### src/hdl/pwm_pkg.sv
// constants of the level-driven pwm encoder for one shared output pin
// assumes a 100 MHz master clock and an axi4-lite register port
// What this block does
// - time base 16, 64, 256 or 1024 master clocks
// - time base drives encoder while pin outputs
// - period equals high plus low counts
// - high time equals high count times base
// - low time equals low count times base
// - low count zero with a nonzero high count holds output high
// - high count zero holds output low
// - both counts zero hold output low
// - low pin level uses low-level counter pair
// - high pin level uses high-level counter pair
package pwm_pkg;
    localparam int CNT_W = 7;
    localparam int TB_W = 2;
    localparam int TB_CNT_W = 10;
    // printed register indices; byte address is four times the index
    localparam logic [7:0] LOW_CFG_IDX = 8'h57;
    localparam logic [7:0] HIGH_CFG_IDX = 8'h58;
    localparam logic [7:0] STATUS_IDX = 8'h5C;
    localparam int BYTE_SHIFT = 2;
    localparam logic [15:0] LOW_CFG_RST = 16'h007F;
    localparam logic [15:0] HIGH_CFG_RST = 16'h3F80;
    localparam int LC_LSB = 0;
    localparam int HC_LSB = 7;
    localparam int TB_LSB = 14;
    localparam int CFG_W = 16;
    localparam logic [15:0] HIGH_CFG_MASK = 16'h3FFF;
    localparam logic [15:0] LOW_CFG_MASK = 16'hFFFF;
    // time base divisions in master clock periods
    localparam logic [TB_W-1:0] TB_SEL_16 = 2'h0;
    localparam logic [TB_W-1:0] TB_SEL_64 = 2'h1;
    localparam logic [TB_W-1:0] TB_SEL_256 = 2'h2;
    localparam logic [TB_W-1:0] TB_SEL_1024 = 2'h3;
    localparam logic [TB_CNT_W-1:0] TB_LAST_16 = 10'h00F;
    localparam logic [TB_CNT_W-1:0] TB_LAST_64 = 10'h03F;
    localparam logic [TB_CNT_W-1:0] TB_LAST_256 = 10'h0FF;
    localparam logic [TB_CNT_W-1:0] TB_LAST_1024 = 10'h3FF;
    localparam logic [1:0] RESP_OKAY = 2'h0;
    localparam logic [1:0] RESP_SLVERR = 2'h2;

    typedef enum logic [1:0] {
        ST_IDLE = 2'b00,
        ST_HIGH = 2'b01,
        ST_LOW = 2'b10,
        ST_STATIC = 2'b11
    } enc_state_t;

    typedef enum logic [1:0] {
        REG_NONE = 2'b00,
        REG_LOW = 2'b01,
        REG_HIGH = 2'b10,
        REG_STATUS = 2'b11
    } reg_sel_t;

    // last count value of the time base divider for a selector code
    function automatic logic [TB_CNT_W-1:0] tb_last(
        input logic [TB_W-1:0] sel
    );
        case (sel)
            TB_SEL_16: tb_last = TB_LAST_16;
            TB_SEL_64: tb_last = TB_LAST_64;
            TB_SEL_256: tb_last = TB_LAST_256;
            default: tb_last = TB_LAST_1024;
        endcase
    endfunction : tb_last
endpackage : pwm_pkg

### src/hdl/gpio_level_pwm_encoder.sv
// pwm encoder of the logic level of one shared output pin, with registers
// assumes axi4-lite master on mclk_in and a synchronous pin level input
`timescale 1ns/1ps
module gpio_level_pwm_encoder #(
    parameter int ADDR_W = 12,
    parameter int CNT_W = pwm_pkg::CNT_W
) (
    input wire logic mclk_in,
    input wire logic rst_n_in,
    input wire logic pin_level_in,
    input wire logic pin_output_mode_in,
    output logic shared_output_pin_out,
    input wire logic [ADDR_W-1:0] s_axi_awaddr_in,
    input wire logic s_axi_awvalid_in,
    output logic s_axi_awready_out,
    input wire logic [31:0] s_axi_wdata_in,
    input wire logic [3:0] s_axi_wstrb_in,
    input wire logic s_axi_wvalid_in,
    output logic s_axi_wready_out,
    output logic [1:0] s_axi_bresp_out,
    output logic s_axi_bvalid_out,
    input wire logic s_axi_bready_in,
    input wire logic [ADDR_W-1:0] s_axi_araddr_in,
    input wire logic s_axi_arvalid_in,
    output logic s_axi_arready_out,
    output logic [31:0] s_axi_rdata_out,
    output logic [1:0] s_axi_rresp_out,
    output logic s_axi_rvalid_out,
    input wire logic s_axi_rready_in
);
    if (CNT_W != pwm_pkg::CNT_W)
    begin : g_bad_cnt_w
        $error("counter width must match register fields");
    end
    if (ADDR_W < 9)
    begin : g_bad_addr_w
        $error("address width too small for register map");
    end

    // byte address to register decode
    function automatic pwm_pkg::reg_sel_t decode(
        input logic [ADDR_W-1:0] addr
    );
        logic [ADDR_W-1:0] a;
        a = addr;
        if (a[pwm_pkg::BYTE_SHIFT-1:0] != '0)
            decode = pwm_pkg::REG_NONE;
        else if (a[ADDR_W-1:pwm_pkg::BYTE_SHIFT] ==
                 (ADDR_W-pwm_pkg::BYTE_SHIFT)'(pwm_pkg::LOW_CFG_IDX))
            decode = pwm_pkg::REG_LOW;
        else if (a[ADDR_W-1:pwm_pkg::BYTE_SHIFT] ==
                 (ADDR_W-pwm_pkg::BYTE_SHIFT)'(pwm_pkg::HIGH_CFG_IDX))
            decode = pwm_pkg::REG_HIGH;
        else if (a[ADDR_W-1:pwm_pkg::BYTE_SHIFT] ==
                 (ADDR_W-pwm_pkg::BYTE_SHIFT)'(pwm_pkg::STATUS_IDX))
            decode = pwm_pkg::REG_STATUS;
        else
            decode = pwm_pkg::REG_NONE;
    endfunction : decode

    // axi write side
    logic aw_have_q;
    logic w_have_q;
    logic [ADDR_W-1:0] aw_addr_q;
    logic [31:0] w_data_q;
    logic [3:0] w_strb_q;
    logic bvalid_q;
    logic [1:0] bresp_q;
    logic do_write;
    pwm_pkg::reg_sel_t wr_sel;

    assign s_axi_awready_out = !aw_have_q && !bvalid_q;
    assign s_axi_wready_out = !w_have_q && !bvalid_q;
    assign s_axi_bvalid_out = bvalid_q;
    assign s_axi_bresp_out = bresp_q;
    assign do_write = aw_have_q && w_have_q && !bvalid_q;
    assign wr_sel = decode(aw_addr_q);

    always_ff @(posedge mclk_in)
    begin
        if (!rst_n_in)
        begin
            aw_have_q <= 1'b0;
            aw_addr_q <= '0;
        end
        else if (s_axi_awvalid_in && s_axi_awready_out)
        begin
            aw_have_q <= 1'b1;
            aw_addr_q <= s_axi_awaddr_in;
        end
        else if (do_write)
            aw_have_q <= 1'b0;
    end

    always_ff @(posedge mclk_in)
    begin
        if (!rst_n_in)
        begin
            w_have_q <= 1'b0;
            w_data_q <= '0;
            w_strb_q <= '0;
        end
        else if (s_axi_wvalid_in && s_axi_wready_out)
        begin
            w_have_q <= 1'b1;
            w_data_q <= s_axi_wdata_in;
            w_strb_q <= s_axi_wstrb_in;
        end
        else if (do_write)
            w_have_q <= 1'b0;
    end

    always_ff @(posedge mclk_in)
    begin
        if (!rst_n_in)
        begin
            bvalid_q <= 1'b0;
            bresp_q <= pwm_pkg::RESP_OKAY;
        end
        else if (do_write)
        begin
            bvalid_q <= 1'b1;
            if (wr_sel == pwm_pkg::REG_LOW || wr_sel == pwm_pkg::REG_HIGH)
                bresp_q <= pwm_pkg::RESP_OKAY;
            else
                bresp_q <= pwm_pkg::RESP_SLVERR;
        end
        else if (s_axi_bready_in)
            bvalid_q <= 1'b0;
    end

    // configuration registers, one generate lane per byte
    logic [pwm_pkg::CFG_W-1:0] low_cfg_q;
    logic [pwm_pkg::CFG_W-1:0] high_cfg_q;

    for (genvar b = 0; b < 2; b++)
    begin : g_lane
        always_ff @(posedge mclk_in)
        begin
            if (!rst_n_in)
            begin
                low_cfg_q[b*8 +: 8] <= pwm_pkg::LOW_CFG_RST[b*8 +: 8];
                high_cfg_q[b*8 +: 8] <= pwm_pkg::HIGH_CFG_RST[b*8 +: 8];
            end
            else if (do_write && w_strb_q[b])
            begin
                if (wr_sel == pwm_pkg::REG_LOW)
                    low_cfg_q[b*8 +: 8] <= w_data_q[b*8 +: 8]
                        & pwm_pkg::LOW_CFG_MASK[b*8 +: 8];
                if (wr_sel == pwm_pkg::REG_HIGH)
                    high_cfg_q[b*8 +: 8] <= w_data_q[b*8 +: 8]
                        & pwm_pkg::HIGH_CFG_MASK[b*8 +: 8];
            end
        end
    end

    logic [pwm_pkg::TB_W-1:0] tb_sel;
    logic [CNT_W-1:0] ll_hc;
    logic [CNT_W-1:0] ll_lc;
    logic [CNT_W-1:0] lh_hc;
    logic [CNT_W-1:0] lh_lc;

    assign tb_sel = low_cfg_q[pwm_pkg::TB_LSB +: pwm_pkg::TB_W];
    assign ll_hc = low_cfg_q[pwm_pkg::HC_LSB +: CNT_W];
    assign ll_lc = low_cfg_q[pwm_pkg::LC_LSB +: CNT_W];
    assign lh_hc = high_cfg_q[pwm_pkg::HC_LSB +: CNT_W];
    assign lh_lc = high_cfg_q[pwm_pkg::LC_LSB +: CNT_W];

    // encoder
    logic tick;
    pwm_pkg::enc_state_t state_q;
    logic [CNT_W-1:0] cnt_q;
    logic [CNT_W-1:0] lc_act_q;
    logic level_act_q;
    logic out_q;
    logic [CNT_W-1:0] sel_hc;
    logic [CNT_W-1:0] sel_lc;
    logic period_end;

    pwm_time_base u_time_base (
        .mclk_in(mclk_in),
        .rst_n_in(rst_n_in),
        .enable_in(pin_output_mode_in),
        .sel_in(tb_sel),
        .tick_out(tick)
    );

    // pair chosen by the pin level at a period boundary
    always_comb
    begin
        if (pin_level_in)
        begin
            sel_hc = lh_hc;
            sel_lc = lh_lc;
        end
        else
        begin
            sel_hc = ll_hc;
            sel_lc = ll_lc;
        end
    end

    always_comb
    begin
        case (state_q)
            pwm_pkg::ST_IDLE: period_end = 1'b1;
            pwm_pkg::ST_STATIC: period_end = 1'b1;
            pwm_pkg::ST_LOW: period_end = (cnt_q == '0);
            default: period_end = 1'b0;
        endcase
    end

    always_ff @(posedge mclk_in)
    begin
        if (!rst_n_in)
        begin
            state_q <= pwm_pkg::ST_IDLE;
            cnt_q <= '0;
            lc_act_q <= '0;
            level_act_q <= 1'b0;
            out_q <= 1'b0;
        end
        else if (!pin_output_mode_in)
        begin
            state_q <= pwm_pkg::ST_IDLE;
            cnt_q <= '0;
            out_q <= 1'b0;
        end
        else if (tick)
        begin
            if (period_end)
            begin
                level_act_q <= pin_level_in;
                lc_act_q <= sel_lc;
                cnt_q <= sel_hc - 1'b1;
                if (sel_hc == '0)
                begin
                    state_q <= pwm_pkg::ST_STATIC;
                    out_q <= 1'b0;
                end
                else if (sel_lc == '0)
                begin
                    state_q <= pwm_pkg::ST_STATIC;
                    out_q <= 1'b1;
                end
                else
                begin
                    state_q <= pwm_pkg::ST_HIGH;
                    out_q <= 1'b1;
                end
            end
            else if (state_q == pwm_pkg::ST_HIGH)
            begin
                if (cnt_q == '0)
                begin
                    state_q <= pwm_pkg::ST_LOW;
                    out_q <= 1'b0;
                    cnt_q <= lc_act_q - 1'b1;
                end
                else
                    cnt_q <= cnt_q - 1'b1;
            end
            else
                cnt_q <= cnt_q - 1'b1;
        end
    end

    assign shared_output_pin_out = out_q;

    // axi read side
    logic rvalid_q;
    logic [31:0] rdata_q;
    logic [1:0] rresp_q;
    pwm_pkg::reg_sel_t rd_sel;

    assign rd_sel = decode(s_axi_araddr_in);
    assign s_axi_arready_out = !rvalid_q;
    assign s_axi_rvalid_out = rvalid_q;
    assign s_axi_rdata_out = rdata_q;
    assign s_axi_rresp_out = rresp_q;

    always_ff @(posedge mclk_in)
    begin
        if (!rst_n_in)
        begin
            rvalid_q <= 1'b0;
            rdata_q <= '0;
            rresp_q <= pwm_pkg::RESP_OKAY;
        end
        else if (s_axi_arvalid_in && !rvalid_q)
        begin
            rvalid_q <= 1'b1;
            rresp_q <= pwm_pkg::RESP_OKAY;
            case (rd_sel)
                pwm_pkg::REG_LOW: rdata_q <= {16'h0000, low_cfg_q};
                pwm_pkg::REG_HIGH: rdata_q <= {16'h0000, high_cfg_q};
                pwm_pkg::REG_STATUS:
                    rdata_q <= {27'h0000000, level_act_q, out_q,
                                tick, state_q};
                default:
                begin
                    rdata_q <= '0;
                    rresp_q <= pwm_pkg::RESP_SLVERR;
                end
            endcase
        end
        else if (s_axi_rready_in)
            rvalid_q <= 1'b0;
    end
endmodule : gpio_level_pwm_encoder

### src/hdl/pwm_time_base.sv
// divider giving one tick per selected time base
// assumes enable_in low clears it so the first tick is one base away
`timescale 1ns/1ps
module pwm_time_base (
    input wire logic mclk_in,
    input wire logic rst_n_in,
    input wire logic enable_in,
    input wire logic [pwm_pkg::TB_W-1:0] sel_in,
    output logic tick_out
);
    logic [pwm_pkg::TB_CNT_W-1:0] cnt_q;
    logic [pwm_pkg::TB_W-1:0] sel_q;
    logic wrap;

    assign wrap = (cnt_q >= pwm_pkg::tb_last(sel_in));
    assign tick_out = enable_in && wrap;

    // restart the base when the selector changes
    always_ff @(posedge mclk_in)
    begin
        if (!rst_n_in)
        begin
            cnt_q <= '0;
            sel_q <= pwm_pkg::TB_SEL_16;
        end
        else
        begin
            sel_q <= sel_in;
            if (!enable_in || wrap || sel_q != sel_in)
                cnt_q <= '0;
            else
                cnt_q <= cnt_q + 1'b1;
        end
    end
endmodule : pwm_time_base

### config.mk
export PLATFORM = sky130hd
export DESIGN_NAME = gpio_level_pwm_encoder
export DESIGN_NICKNAME = d
export VERILOG_FILES = /design/src/hdl/pwm_pkg.sv /design/src/hdl/gpio_level_pwm_encoder.sv /design/src/hdl/pwm_time_base.sv
export SDC_FILE = /design/constraint.sdc
export NUM_CORES = 1
export LEC_CHECK = 0
export BUFFER_PORTS_ARGS = -buffer_cell sky130_fd_sc_hd__buf_2
export CORE_ASPECT_RATIO = 0.7
export CORE_MARGIN = 2
export CORE_UTILIZATION = 55
export CTS_CLUSTER_DIAMETER = 50
export DETAILED_ROUTE_END_ITERATION = 12
export PLACE_DENSITY_LB_ADDON = 0.15
export SLEW_MARGIN = 20
export SYNTH_ARGS = -nofsm -noshare
export SYNTH_HDL_FRONTEND = slang
export SYNTH_SLANG_ARGS = --single-unit
### constraint.sdc
create_clock -name mclk_in -period 5 [get_ports mclk_in]
set_clock_uncertainty 0.05 [all_clocks]
set_input_delay 1 -clock mclk_in [delete_from_list [all_inputs] [get_ports mclk_in]]
set_output_delay 1 -clock mclk_in [all_outputs]
set_load 0.005 [all_outputs]
* Word-level counts from Yosys, hierarchy flattened *
Cells that the tools add are included.

cells by class
  add/subtract/negate cells = 4
  order comparisons = 1
  muxes and demuxes = 34
  equal/unequal tests = 17
  reductions and logical operators = 41
  bitwise operators = 1

operators by type and width
  kind                   number
  $eq 10x7->1 const B    6
  $pmux 16 s3            1
  $mux 7                 5
  $mux 2                 15
  $pmux 10 s3            1
  $logic_not 7->1        3
  $sub 7x1->7 const B    3
  $reduce_bool 2->1      8
  $eq 2x2->1 const B     6
  $mux 1                 11
  $add 10x1->10 const B  1
  $ge 10x10->1           1
  $logic_and 1x1->1      10
  $reduce_and 2->1       5
  $eq 2x1->1 const B     4
  $reduce_and 3->1       2
  $logic_not 1->1        5
  $logic_not 2->1        2
  $reduce_or 2->1        2
  $logic_or 1x1->1       3
  $reduce_or 3->1        1
  $ne 2x2->1             1
  $pmux 1 s2             1
  $not 1->1              1

storage, ports and cells
  word-level logic and storage cells = 119
  input bits = 69
  output and inout port bits = 42
  register bits = 130

* Logic depth before layout (Yosys ltp) *
  word-level depth = 8
  mapped depth = 10
  depth with buffers taken out = 9

* Modules after synthesis *
Synthesis repeated with hierarchy kept, for this count alone.

second synthesis, totals
  cell total of the unflattened synthesis = 614
  area, all modules = 5536.6 µm²

by module, submodules not included
  module                  instances  area an instance (µm²)  seq. area each (µm²)  cells an instance
  gpio_level_pwm_encoder  1          4827.1                  2001.9                547
  pwm_time_base           1          709.4                   240.2                 67

* Worst setup path after synthesis *
No wires, ideal clock.

  path type = input to register
  start point = input port pin_level_in
  end point = register cnt_q[6]
  data arrival time = 2445 ps
  setup slack = 2446 ps
  library setup time = 58 ps
  path buffers = 2
  stages = 7
  data required time = 4892 ps
  path through = clkbuf_1 clkbuf_1 nor3b_1 o221ai_1 xnor2_1 o2111ai_1 o211a_1

between the ends
  cells in the longest elaborated chain, start to end = 3

RTL lines
  what                    RTL line                       text
  start: declaration      gpio_level_pwm_encoder.sv:10   input wire logic pin_level_in,
  $mux 7                  gpio_level_pwm_encoder.sv:191  if (pin_level_in)
  $sub 7x1->7             gpio_level_pwm_encoder.sv:235  cnt_q <= sel_hc - 1'b1;
  $mux 7                  gpio_level_pwm_encoder.sv:231  if (period_end)
  end signal: assignment  gpio_level_pwm_encoder.sv:235
  end signal: assignment  gpio_level_pwm_encoder.sv:258  cnt_q <= lc_act_q - 1'b1;
  end signal: assignment  gpio_level_pwm_encoder.sv:261  cnt_q <= cnt_q - 1'b1;
  end: declaration        gpio_level_pwm_encoder.sv:172  logic [CNT_W-1:0] cnt_q;

No other way between the ends.
A chain may end at the register's enable or synchronous reset.

* Worst setup path after layout *
  start point = register cnt_q[0]
  end point = register state_q[1]

between the ends
  cells in the longest elaborated chain, start to end = 4
  elaborated cells on any way between the ends = 6
  classes of those cells = mux: 2; reduce/logical: 4

RTL lines
  what                         RTL line                                                      text
  $logic_not 7->1 (*)          gpio_level_pwm_encoder.sv:208, gpio_level_pwm_encoder.sv:254
  $pmux 1 s2                   gpio_level_pwm_encoder.sv:205                                 case (state_q)
  $reduce_bool 2->1 (no line)  -
  $reduce_and 3->1 (no line)   -
  end signal: assignment       gpio_level_pwm_encoder.sv:217                                 state_q <= pwm_pkg::ST_IDLE;
  end signal: assignment       gpio_level_pwm_encoder.sv:225                                 state_q <= pwm_pkg::ST_IDLE;
  end signal: assignment       gpio_level_pwm_encoder.sv:256                                 state_q <= pwm_pkg::ST_LOW;
  end: declaration             gpio_level_pwm_encoder.sv:171                                 pwm_pkg::enc_state_t state_q;

Every way passes the cells marked *; elsewhere a longest branch is shown, timed or not.

==> impl_metrics.tcl <==
set metrics [dict create \
    die_y_um 87.01 \
    vias_per_cell 5.395 \
    wl_met2_um 5128 \
    ant_nets 0 \
    yosys_warnings 0 \
    ys_ff_latch 112 \
    clock_path_buffers 2 \
    diodes 0 \
    place.detailed.hpwl_um 8702 \
    drc 0 \
    reg2reg_slack_ns 2.09 \
    drtIter0Drc 240 \
    syn_inst 623 \
    yosysSeqAreaShare_pct 41.41 \
    die_x_um 122.6 \
    met1_length_um 5849 \
    power_density_nw_per_um2 291.7 \
    outcome "finished, final reports clean" \
    dieArea_um2 10670 \
    cts.repair.resized 0 \
    cp-endpoint "state_q[1]" \
    portBuffers 74 \
    layout_min_cycle_time_ns 2.908 \
    grt_pass1_wl_um 19290 \
    place_area_um2 5782 \
    final_layout_size_suffix_gt1_share_pct 15.14 \
    syn_avg_cell_area_um2 8.690 \
    cpMostUsedCell "o21ai_2" \
    routed_wl_um 11700 \
    required_ns 5.19 \
    relSlewSlack_pct 35.54 \
    rr_startpoint "cnt_q[0]" \
    crit_arrival_ns 3.10 \
    startpoint "cnt_q[0]" \
    antenna_found_initial 0 \
    grt_usage_pct 22.97 \
    path_max_fanout 19 \
    coreArea_um2 9647 \
    cts_hold_buf 0 \
    tightest_slew_ns 0.9634 \
    setup_tns_ns 0 \
    worstRegToRegCells 8 \
    dr_wl_met3_um 614 \
    syn-cell-area_um2 5414 \
    clk_latency_ns 0.35 \
    overflow 0 \
    top_layer_used "met4" \
    cts_tree "yes" \
    num_vias 4397 \
    start_kind "flip-flop" \
    multi_input_area_um2 2942 \
    gp_congestion 0.9532 \
    post_drt_wl_per_cell_um 14.35 \
    ioPinCount 111 \
    final_common_cell "nand2_1" \
    cts.clk_slew.worst_paths_ns 0.07 \
    h-tree-depth 3 \
    cts_buffers 9 \
    synth_ff_type "dfxtp_1" \
    start_util_pct 56.12 \
    drv_slew 0 \
    hold_class "reg2reg" \
    final_core_util_pct 62.84 \
    final_cell_area_um2 6062 \
    grt_pass1_vias 4026 \
    cts.sinks 112 \
    cp-end-kind "flip-flop" \
    cap_violations 0 \
    slowest_delay_ns 0.63 \
    rr_endpoint "state_q[1]" \
    fin_crit_sh_pct 58.16 \
    grt_max_degree 96 \
    crit_path_cell_trace "inv_1 > ha_1 > or4b_4 > nor4b_4 > o21ai_2 > nor3_4 > o21ai_2 > o221a_1" \
    setup_viol 0 \
    rsz0062_at_grt "false" \
    p_leak_nw 2.721 \
    synth_edf_count 0 \
    ys_async_sr_fraction_pct 0 \
    root_buffer "clkbuf_16" \
    cpMaxStageDelayCell "nor3_4" \
    finalNetCount 766 \
    max_freq_mhz 343.9 \
    finalHoldViolCount 0 \
    fillers 833 \
    num_rows 30 \
    post-cts-setup-buffers 0 \
    ir_worst_vdd_mv 0.1744 \
    critical_path_class "reg2reg" \
    final_cell_mix "123 x nand2_1, 112 x dfxtp_1, 74 x buf_2" \
    seqCellArea_um2 2242 \
    area_growth_pct 11.97 \
    first_pass_iters 5 \
    synth.distinct_cells 54 \
    whs_ns 0.3901 \
]
[state kept, by name, summed over array words and instances, names as in the netlist]
name	count
s_axi_rdata_out	16
u_time_base.cnt_q	10
shared_output_pin_out	1
ll_hc	7
s_axi_bresp_out	1
u_time_base.sel_q	2
lc_act_q	7
w_have_q	1
state_q	2
s_axi_bvalid_out	1
ll_lc	7
s_axi_rvalid_out	1
s_axi_rresp_out	1
aw_addr_q	12
w_strb_q	2
level_act_q	1
high_cfg_q	14
low_cfg_q	2
cnt_q	7
aw_have_q	1
w_data_q	16
[power breakdown]
| part | leakage (nW) | switching, mW | internal (mW) |
|---|---|---|---|
| Sequential | 0.911 | 0.0175 | 0.920 |
| Clock | 0.139 | 0.336 | 0.347 |
| Combinational | 1.67 | 0.0851 | 0.0638 |
[routing by layer]
layer,vias to the layer above,GRT usage [%]
met2,101,35.61
li1,2242,-
met3,8,6.675
met1,2046,32.10
met5,-,0
met4,0,4.389
[stage by stage]
stage / setup WS (ns) / std cells / total power [mW]
4_1_cts: 2.095 / 815 / 1.788
5_1_grt: 1.928 / 815 / 1.845
3_3_place_gp: 1.778 / 799 / 1.104
3_5_place_dp: 1.833 / 799 / 1.109
6_report: 2.092 / 815 / 1.768
2_1_floorplan: 2.446 / 640 / 1.061
[cell type report]
class | count | area share, %
multi-input cells | 469 | 48.52
flip-flops and latches | 112 | 36.99
repair buffers | 76 | 6.357
clock buffers | 10 | 3.777
well taps | 128 | 2.642
inverters | 14 | 0.8669
clock inverters | 6 | 0.8462
[synth_stat cells, types with 2 or more instances]
cell type | number | area (um2)
nand2_1 | 123 | 461.7
dfxtp_1 | 112 | 2242
nor2_1 | 39 | 146.4
mux2i_1 | 37 | 370.4
a21boi_0 | 34 | 255.2
nand3_1 | 26 | 130.1
clkbuf_1 | 24 | 90.09
nor2b_1 | 19 | 118.9
a21oi_1 | 18 | 90.09
buf_4 | 18 | 135.1
ha_1 | 15 | 187.7
inv_1 | 14 | 52.55
nor3_1 | 14 | 70.07
nor3b_1 | 14 | 105.1
o21ai_0 | 13 | 65.06
xnor2_1 | 12 | 105.1
a221oi_1 | 10 | 87.58
o211a_1 | 10 | 100.1
xor2_1 | 10 | 87.58
and2_1 | 6 | 37.54
a22oi_1 | 4 | 30.03
and3_1 | 4 | 25.02
mux2_2 | 4 | 45.04
nor4_1 | 4 | 25.02
a21o_1 | 3 | 22.52
buf_2 | 2 | 10.01
nor4b_1 | 2 | 17.52
o2111ai_1 | 2 | 17.52
o211ai_1 | 2 | 15.01
o21a_1 | 2 | 15.01
o21ai_2 | 2 | 17.52
o22ai_1 | 2 | 12.51
[worst min path at each step]
| stage | cells past startpoint | end | startpoint |
|---|---|---|---|
| after global placement | 1 | u_time_base.cnt_q[0] | u_time_base.cnt_q[0] |
| final | 1 | u_time_base.cnt_q[0] | u_time_base.cnt_q[0] |
| after detailed placement | 1 | u_time_base.cnt_q[0] | u_time_base.cnt_q[0] |
| after global routing | 1 | u_time_base.cnt_q[0] | u_time_base.cnt_q[0] |
| after floorplan | 1 | u_time_base.cnt_q[0] | u_time_base.cnt_q[0] |
| after CTS | 1 | u_time_base.cnt_q[0] | u_time_base.cnt_q[0] |
[cells by family (layout without fill, tap and decap cells)]
group           count (synthesis)  in the layout  synth area share, %
other cells                     1             18              0.06927
xor+xnor                       22             22                3.559
compound gates                109            109                14.70
buf+inv                        59            106                5.524
simple gates                  264            264                23.60
fa+ha+maj                      15             15                3.467
flops                         112            112                41.41
mux                            41             41                7.673
[worst max-delay path: cells and delay by family (launching register included)]
kind | cells | cell delay (ns)
buf+inv | 1 | 0.08
fa+ha+maj | 1 | 0.20
flops | 1 | 0.36
compound gates | 3 | 0.70
simple gates | 3 | 1.42
Power figures use the tool's default switching activity.
